## config.mk

```make
export PLATFORM = sky130hd
export DESIGN_NAME = lvd_ctrl
export DESIGN_NICKNAME = d
export VERILOG_FILES = /design/src/shared/lvd_pkg.sv /design/src/core/lvd_ctrl.sv /design/src/core/lvd_flag.sv /design/src/core/lvd_release.sv
export SDC_FILE = /design/constraint.sdc
export NUM_CORES = 1
export LEC_CHECK = 0
export BUFFER_PORTS_ARGS = -buffer_cell sky130_fd_sc_hd__clkbuf_2
export CELL_PAD_IN_SITES_DETAIL_PLACEMENT = 0
export CELL_PAD_IN_SITES_GLOBAL_PLACEMENT = 1
export CORE_UTILIZATION = 39
export CTS_BUF_LIST = sky130_fd_sc_hd__clkbuf_4
export CTS_CLUSTER_SIZE = 10
export DETAILED_ROUTE_END_ITERATION = 12
export HOLD_SLACK_MARGIN = 0.08
export PLACE_DENSITY_LB_ADDON = 0.1
export SLEW_MARGIN = 20
export SYNTH_ARGS = -nofsm -noshare
export SYNTH_HDL_FRONTEND = slang
export SYNTH_HIERARCHICAL = 1
export SYNTH_SLANG_ARGS = --single-unit
```

## constraint.sdc

```tcl
create_clock -name clk_i -period 4.3 [get_ports clk_i]
set_clock_uncertainty 0.15 [all_clocks]
set_input_delay 0.86 -clock clk_i [delete_from_list [all_inputs] [get_ports clk_i]]
set_output_delay 0.86 -clock clk_i [all_outputs]
set_load 0.005 [all_outputs]
```

## src/shared/lvd_pkg.sv

```systemverilog
// Purpose: Constants and types shared by the low-voltage detect control block.
// Assumes: Avalon-MM slave with 32-bit data, word addressing by byte offset.
// Notes:   Timing counts derive from the 250 MHz system clock.
package lvd_pkg;

  localparam int unsigned ADDR_W = 4;
  localparam logic [ADDR_W-1:0] CTRL_OFS   = 4'h0;
  localparam logic [ADDR_W-1:0] STATUS_OFS = 4'h4;
  localparam logic [ADDR_W-1:0] PEND_OFS   = 4'h8;

  localparam int unsigned ENABLE_BIT  = 7;
  localparam int unsigned LEVEL_BIT   = 3;
  localparam int unsigned RSTEN_BIT   = 2;
  localparam int unsigned FALLEN_BIT  = 1;
  localparam int unsigned RISEEN_BIT  = 0;
  localparam int unsigned FALLF_BIT   = 1;
  localparam int unsigned RISEF_BIT   = 0;

  localparam logic [7:0] CTRL_RSVD_MASK  = 8'h70;
  localparam logic [7:0] STATUS_RSVD     = 8'hFC;
  localparam logic [7:0] CTRL_RESET      = 8'h70;

  localparam int unsigned RELEASE_CYCLES = 131072;

  typedef struct packed {
    logic enable;
    logic level_high;
    logic reset_en;
    logic fall_en;
    logic rise_en;
  } lvd_ctrl_t;

  typedef struct packed {
    logic fall;
    logic rise;
  } lvd_flags_t;

  typedef enum logic [1:0] {
    LVD_RUN     = 2'b00,
    LVD_HELD    = 2'b01,
    LVD_COUNT   = 2'b10
  } lvd_rst_state_t;

endpackage

```

## src/core/lvd_ctrl.sv

```systemverilog
// Purpose: Low-voltage detect control register, status flags, reset and
//          interrupt outputs behind an Avalon-MM slave.
// Assumes: Comparator inputs are synchronous to clk_i; rst_n_i is the
//          power-on or watchdog reset, which alone clears the sticky bits.
// Notes:   Every access is answered one cycle after it is first seen.
`timescale 1ns/100ps

// How it works
// - Control bit 7 turns the detector on; when 0 no reset or interrupt comes out.
// - Control bits 6 to 4 read as 1 and ignore writes.
// - Control bit 3 picks the threshold sent to the comparator: 0 low, 1 high.
// - Control bit 2 lets a supply drop below the level reset the chip.
// - Control bit 1, reset to 0, enables the falling-supply interrupt.
// - Control bit 0, reset to 0, enables the rising-supply interrupt.
// - Bits 7, 3 and 2 survive a low-voltage reset and clear only on power-on or watchdog reset.
// - After recovery from a low-voltage reset, release follows 131,072 clock cycles.
// - Apart from resets, a fall or rise flag clears only by writing 0 after reading it as 1.
module lvd_ctrl
  import lvd_pkg::*;
#(
  parameter int unsigned HOLD_CYCLES = RELEASE_CYCLES
)
(
  input  wire logic              clk_i,
  input  wire logic              rst_n_i,
  input  wire logic [ADDR_W-1:0] avs_address_i,
  input  wire logic              avs_read_i,
  input  wire logic              avs_write_i,
  input  wire logic [31:0]       avs_writedata_i,
  input  wire logic [3:0]        avs_byteenable_i,
  output logic [31:0]            avs_readdata_o,
  output logic                   avs_waitrequest_o,
  input  wire logic              below_reset_i,
  input  wire logic              fall_detect_i,
  input  wire logic              rise_detect_i,
  output logic                   detector_enable_o,
  output logic                   reset_level_select_o,
  output logic                   low_voltage_reset_o,
  output logic                   low_voltage_irq_o
);
  lvd_ctrl_t  ctrl;
  lvd_ctrl_t  next_ctrl;
  lvd_flags_t flags;
  logic       lv_reset;
  logic       served;

  // Requests wait one cycle; waitrequest drops for the accepting edge.
  wire req       = avs_read_i | avs_write_i;
  wire accept    = req && served;
  wire capture   = req && !served;
  wire hit_ctrl  = avs_address_i == CTRL_OFS;
  wire hit_stat  = avs_address_i == STATUS_OFS;
  wire hit_pend  = avs_address_i == PEND_OFS;
  wire lane0     = avs_byteenable_i[0];
  wire wr_ctrl   = accept && avs_write_i && hit_ctrl && lane0;
  wire wr_stat   = accept && avs_write_i && hit_stat && lane0;
  // Arm on the edge that latches read data, so software saw the same value.
  wire rd_stat   = capture && avs_read_i && hit_stat;

  wire [7:0] wd = avs_writedata_i[7:0];

  // Low-voltage reset keeps the sticky control bits but clears the rest.
  always_comb begin
    next_ctrl            = ctrl;
    if (lv_reset) begin
      next_ctrl.fall_en  = 1'b0;
      next_ctrl.rise_en  = 1'b0;
    end else if (wr_ctrl) begin
      next_ctrl.enable     = wd[ENABLE_BIT];
      next_ctrl.level_high = wd[LEVEL_BIT];
      next_ctrl.reset_en   = wd[RSTEN_BIT];
      next_ctrl.fall_en    = wd[FALLEN_BIT];
      next_ctrl.rise_en    = wd[RISEEN_BIT];
    end
  end

  wire [7:0] ctrl_rd = CTRL_RSVD_MASK
                     | {ctrl.enable, 3'b000, ctrl.level_high,
                        ctrl.reset_en, ctrl.fall_en, ctrl.rise_en};
  wire [7:0] stat_rd = STATUS_RSVD | {6'h00, flags.fall, flags.rise};
  wire [7:0] pend_rd = {6'h00, low_voltage_irq_o, lv_reset};
  wire [7:0] rd_sel  = hit_ctrl ? ctrl_rd :
                       hit_stat ? stat_rd :
                       hit_pend ? pend_rd : 8'h00;

  // Flags follow the comparators only while the detector runs; the rise flag also needs rise_en.
  wire set_fall = ctrl.enable && fall_detect_i;
  wire set_rise = ctrl.enable && rise_detect_i && ctrl.rise_en;
  wire trip     = ctrl.enable && ctrl.reset_en && below_reset_i;

  // The flags are cleared by the low-voltage reset as well.
  wire flag_rst_n = rst_n_i && !lv_reset;

  lvd_flag u_fall (
    .clk_i     (clk_i),
    .rst_n_i   (flag_rst_n),
    .set_i     (set_fall),
    .read_i    (rd_stat),
    .wr_zero_i (wr_stat && !wd[FALLF_BIT]),
    .flag_o    (flags.fall)
  );

  lvd_flag u_rise (
    .clk_i     (clk_i),
    .rst_n_i   (flag_rst_n),
    .set_i     (set_rise),
    .read_i    (rd_stat),
    .wr_zero_i (wr_stat && !wd[RISEF_BIT]),
    .flag_o    (flags.rise)
  );

  lvd_release #(
    .CYCLES (HOLD_CYCLES)
  ) u_release (
    .clk_i   (clk_i),
    .rst_n_i (rst_n_i),
    .trip_i  (trip),
    .below_i (below_reset_i),
    .reset_o (lv_reset)
  );

  wire irq_now = ctrl.enable
               && ((flags.fall && ctrl.fall_en)
                   || (flags.rise && ctrl.rise_en));

  always_ff @(posedge clk_i) begin
    if (!rst_n_i) begin
      ctrl <= '0;
    end else begin
      ctrl <= next_ctrl;
    end
  end

  always_ff @(posedge clk_i) begin
    if (!rst_n_i) begin
      served            <= 1'b0;
      avs_waitrequest_o <= 1'b1;
      avs_readdata_o    <= 32'h0000_0000;
    end else begin
      served            <= req && !served;
      avs_waitrequest_o <= !(req && !served);
      if (req && !served) begin
        avs_readdata_o <= {24'h000000, rd_sel};
      end
    end
  end

  always_ff @(posedge clk_i) begin
    if (!rst_n_i) begin
      detector_enable_o    <= 1'b0;
      reset_level_select_o <= 1'b0;
      low_voltage_reset_o  <= 1'b0;
      low_voltage_irq_o    <= 1'b0;
    end else begin
      detector_enable_o    <= ctrl.enable;
      reset_level_select_o <= ctrl.level_high;
      low_voltage_reset_o  <= lv_reset;
      low_voltage_irq_o    <= irq_now;
    end
  end
endmodule

```

## src/core/lvd_flag.sv

```systemverilog
// Purpose: One sticky voltage-event flag with read-then-write-zero clear.
// Assumes: Clear attempts arrive as one-cycle pulses from the bus slave.
// Notes:   A set in the cycle of a clear wins.
`timescale 1ns/100ps
module lvd_flag
  import lvd_pkg::*;
(
  input  wire logic clk_i,
  input  wire logic rst_n_i,
  input  wire logic set_i,
  input  wire logic read_i,
  input  wire logic wr_zero_i,
  output logic      flag_o
);
  logic armed;
  wire  clear_ok = wr_zero_i && armed;

  always_ff @(posedge clk_i) begin
    if (!rst_n_i) begin
      flag_o <= 1'b0;
      armed  <= 1'b0;
    end else begin
      if (set_i) begin
        flag_o <= 1'b1;
      end else if (clear_ok) begin
        flag_o <= 1'b0;
      end
      if (clear_ok || set_i) begin
        armed <= 1'b0;
      end else if (read_i && flag_o) begin
        armed <= 1'b1;
      end
    end
  end
endmodule

```

## src/core/lvd_release.sv

```systemverilog
// Purpose: Counts the hold-off after a low-voltage reset before release.
// Assumes: below_i is the comparator level, already in the clock domain.
// Notes:   Counting restarts whenever the supply drops again.
`timescale 1ns/100ps
module lvd_release
  import lvd_pkg::*;
#(
  parameter int unsigned CYCLES = RELEASE_CYCLES
)
(
  input  wire logic clk_i,
  input  wire logic rst_n_i,
  input  wire logic trip_i,
  input  wire logic below_i,
  output logic      reset_o
);
  localparam int unsigned CW = $clog2(CYCLES + 1);
  localparam logic [CW-1:0] LAST = CW'(CYCLES - 1);

  lvd_rst_state_t state;
  logic [CW-1:0]  count;

  always_ff @(posedge clk_i) begin
    if (!rst_n_i) begin
      state   <= LVD_RUN;
      count   <= '0;
      reset_o <= 1'b0;
    end else begin
      case (state)
        LVD_RUN: begin
          if (trip_i) begin
            state   <= LVD_HELD;
            reset_o <= 1'b1;
          end
        end
        LVD_HELD: begin
          count <= '0;
          if (!below_i) begin
            state <= LVD_COUNT;
          end
        end
        LVD_COUNT: begin
          if (below_i) begin
            state <= LVD_HELD;
          end else if (count == LAST) begin
            state   <= LVD_RUN;
            reset_o <= 1'b0;
          end else begin
            count <= count + 1'b1;
          end
        end
        default: begin
          state <= LVD_RUN;
        end
      endcase
    end
  end
endmodule

```

==> flow_metrics.py <==
metrics = {
    "worst_setup_path": {
        "startpoint_type": "register",
        "worstPathMaxFanout": 7,
        "endpoint_kind": "register",
        "cp.arrival_ns": 2.51,
        "crit_required_ns": 4.40,
        "critPathKind": "register to register",
        "cpLargestDelayFamily": "simple AND/OR/NAND/NOR gates",
        "slowest_stage": "or4_1",
        "path_cells": "nand3_2 -> or4_1 -> or3_1 -> and4_4 -> a211o_1",
        "slowest_delay_ns": 0.68,
        "path_buf_inv": 0,
        "r2r_setup_slack_ns": 1.89,
    },
    "finish": {
        "final_layout_size_suffix_gt1_share_pct": 18.4,
        "final_util_pct": 45.0,
        "fin_cells": 353,
        "nNetsFinal": 331,
        "diodes": 0,
        "n_fill_cell": 547,
        "syn_to_final_growth_pct": 8.10,
    },
    "routing": {
        "first_pass_iters": 4,
        "wirelength_um": 4600,
        "drtIter0Drc": 199,
        "route.detailed.drc": 0,
        "vias": 1830,
        "wl_per_cell_um": 13.0,
        "ant_nets": 0,
        "routed_via_density": 5.18,
    },
    "sta": {
        "setup_ws_ns": 1.89,
        "min_period_ns": 2.41,
        "final_hold_viol_count": 0,
        "setup_violations": 0,
        "timing.hold.ws_ns": 0.319,
        "tightestPinTransition_ns": 0.577,
        "finalSetupTns_ns": 0,
        "rsz0062_at_grt": "false",
        "post-route-period-util_pct": 55.9,
        "drv_slew": 0,
        "slew-limit-headroom_pct": 61.2,
        "fmax_mhz": 416,
    },
    "power_and_ir_drop": {
        "p_leak_nw": 0.950,
        "sw_frac_of_total_pct": 23.0,
        "power_switching_mw": 0.156,
        "intPower_mw": 0.522,
        "power_density_nw_per_um2": 286,
        "pwr-share-clk_pct": 36.3,
        "ir_worst_vdd_mv": 0.129,
        "combPwrFrac_pct": 5.7,
        "seqPwrFrac_pct": 58.0,
    },
    "logic_synthesis": {
        "synth_commonest_cells": "42 x dfxtp_1, 26 x buf_4, 19 x nor2_1, 17 x a21oi_1, 17 x nand2_1",
        "ys_types": 55,
        "ys.flop_type": "dfxtp_1",
        "synth-edff-count": 0,
        "synth_area_leaders": "dfxtp_1 38%, buf_4 8.9%, a21oi_1 3.9%, nor2_1 3.3%, nand3_1 3.2%",
        "syn_avg_cell_area_sq_um": 8.64,
        "synth_top_area_cell": "dfxtp_1",
        "synth-seq-cells": 42,
        "yosys_warnings": 6,
        "netlist_instances": 254,
        "yosysMostFrequentCell": "dfxtp_1",
        "synth_async_sr_flop_share_pct": 0,
        "synthesis.area_sq_um": 2190,
        "synth_top_cell_area_share_pct": 38.3,
        "synth_seq_area_share_pct": 38.3,
    },
    "clock_tree": {
        "cts_hold_buf": 0,
        "clk_pin_slew_worst_paths_ns": 0.12,
        "tritoncts": "yes",
        "numCtsBuffers": 5,
        "postCtsSetupBuffers": 0,
        "clkLatencyLatePin_ns": 0.35,
        "cts_root_buffer": "clkbuf_4",
        "htreeDepth": 2,
        "cts_buffer_depth": 2,
        "ctsResizeCount": 0,
        "cts.sinks": 42,
    },
    "run": {
        "cap_violations": 0,
    },
    "place": {
        "routabilityCongestion": 0.760,
        "dpl_worst_slack_ns": 1.52,
        "dp_hpwl_um": 3380,
        "dp.cells": 346,
        "portBuffers": 29,
    },
    "grt": {
        "overflow": 0,
        "gr-usage-all-layers_pct": 16.6,
        "grt_pass1_wl_um": 7820,
        "grt_pass1_vias": 1620,
        "antenna_found_initial": 0,
        "grt_max_degree": 22,
    },
    "floorplan": {
        "core_area_sq_um": 5270,
        "floorplan.die.height_um": 77.0,
        "die_w_um": 77.0,
        "dieArea_sq_um": 5930,
        "rows": 26,
        "ioPinCount": 84,
        "initial_core_util_pct": 41.6,
    },
    "run_status": {
        "outcome": "completed",
    },
    "worst_hold_path": {
        "hold_class": "register to register",
    },
}
==> cells in the final DEF (no fill, tap or decap), types with 4 or more instances in the layout <==
| master | n |
|---|---|
| nand2b_1 | 9 |
| nand2_1 | 17 |
| nor2_1 | 19 |
| dfxtp_1 | 42 |
| inv_1 | 10 |
| conb_1 | 24 |
| nor3_1 | 6 |
| nand3_1 | 14 |
| clkbuf_4 | 5 |
| clkbuf_2 | 29 |
| and3_1 | 6 |
| o21ai_0 | 7 |
| nand4_1 | 5 |
| o2bb2ai_1 | 4 |
| a21oi_1 | 17 |
==> metrics by stage <==
step	total power, mW	cell area (sq um)
2_1_floorplan	0.441	2280
3_3_place_gp	0.441	2300
3_5_place_dp	0.441	2300
4_1_cts	0.688	2370
5_1_grt	0.712	2370
6_report	0.679	2370
==> sequential cells by signal, indices dropped and copies added, names as in the netlist, 2 cells and up <==
signal / count
u_release/count: 18
avs_readdata_o: 6
ctrl: 5
u_release/state: 2
==> power by group through the flow <==
stage / Sequential (mW) / Clock, mW / Combinational (mW)
after floorplan: 0.402 / 0 / 0.0387
after global placement: 0.402 / 0 / 0.0389
after detailed placement: 0.402 / 0 / 0.0384
after CTS: 0.393 / 0.256 / 0.0387
after global routing: 0.394 / 0.273 / 0.0445
final: 0.393 / 0.246 / 0.0388
==> worst paths after layout <==
kind                                    from                               end  cells after the start
min                     ctrl[3]$_SDFFE_PN0P_   reset_level_select_o$_SDFF_PN0_                      2
max          u_release/count[2]$_SDFFE_PN0P_  u_release/count[17]$_SDFFE_PN0P_                      5
min reg2reg             ctrl[3]$_SDFFE_PN0P_   reset_level_select_o$_SDFF_PN0_                      2
max reg2reg  u_release/count[2]$_SDFFE_PN0P_  u_release/count[17]$_SDFFE_PN0P_                      5
==> area by class of cell <==
type	instances	area, sq um	share of cell area (%)
Multi-Input combinational cell	192	1170	49.3
Sequential cell	42	841	35.5
Timing Repair Buffer	31	160	6.75
Tap cell	70	87.6	3.69
Inverter	11	41.3	1.74
Clock buffer	5	37.5	1.58
Clock inverter	2	33.8	1.42
==> tightest hold or removal path: stages, from the launching register on <==
cell and delay (ns):
dfxtp_1 0.33, nand2_1 0.07, inv_1 0.04
==> cell families (layout without fill, tap and decap cells) <==
group           Yosys count  after routing  share of synthesized area (%)
simple gates            104            104                           27.6
compound gates           55             55                           17.4
buf+inv                  43             49                           12.3
flops                    42             42                           38.3
mux                       6              6                           2.91
xor+xnor                  2              2                          0.799
fa+ha+maj                 1              1                          0.570
other cells               1             24                          0.171
==> routing by layer <==
layer,vias up,global-route usage (%),wire (um)
li1,944,-,-
met1,832,24.0,2380
met2,47,24.1,1940
met3,7,4.05,207
met4,0,5.09,70
met5,-,0,0
Power figures use the tool's default switching activity.
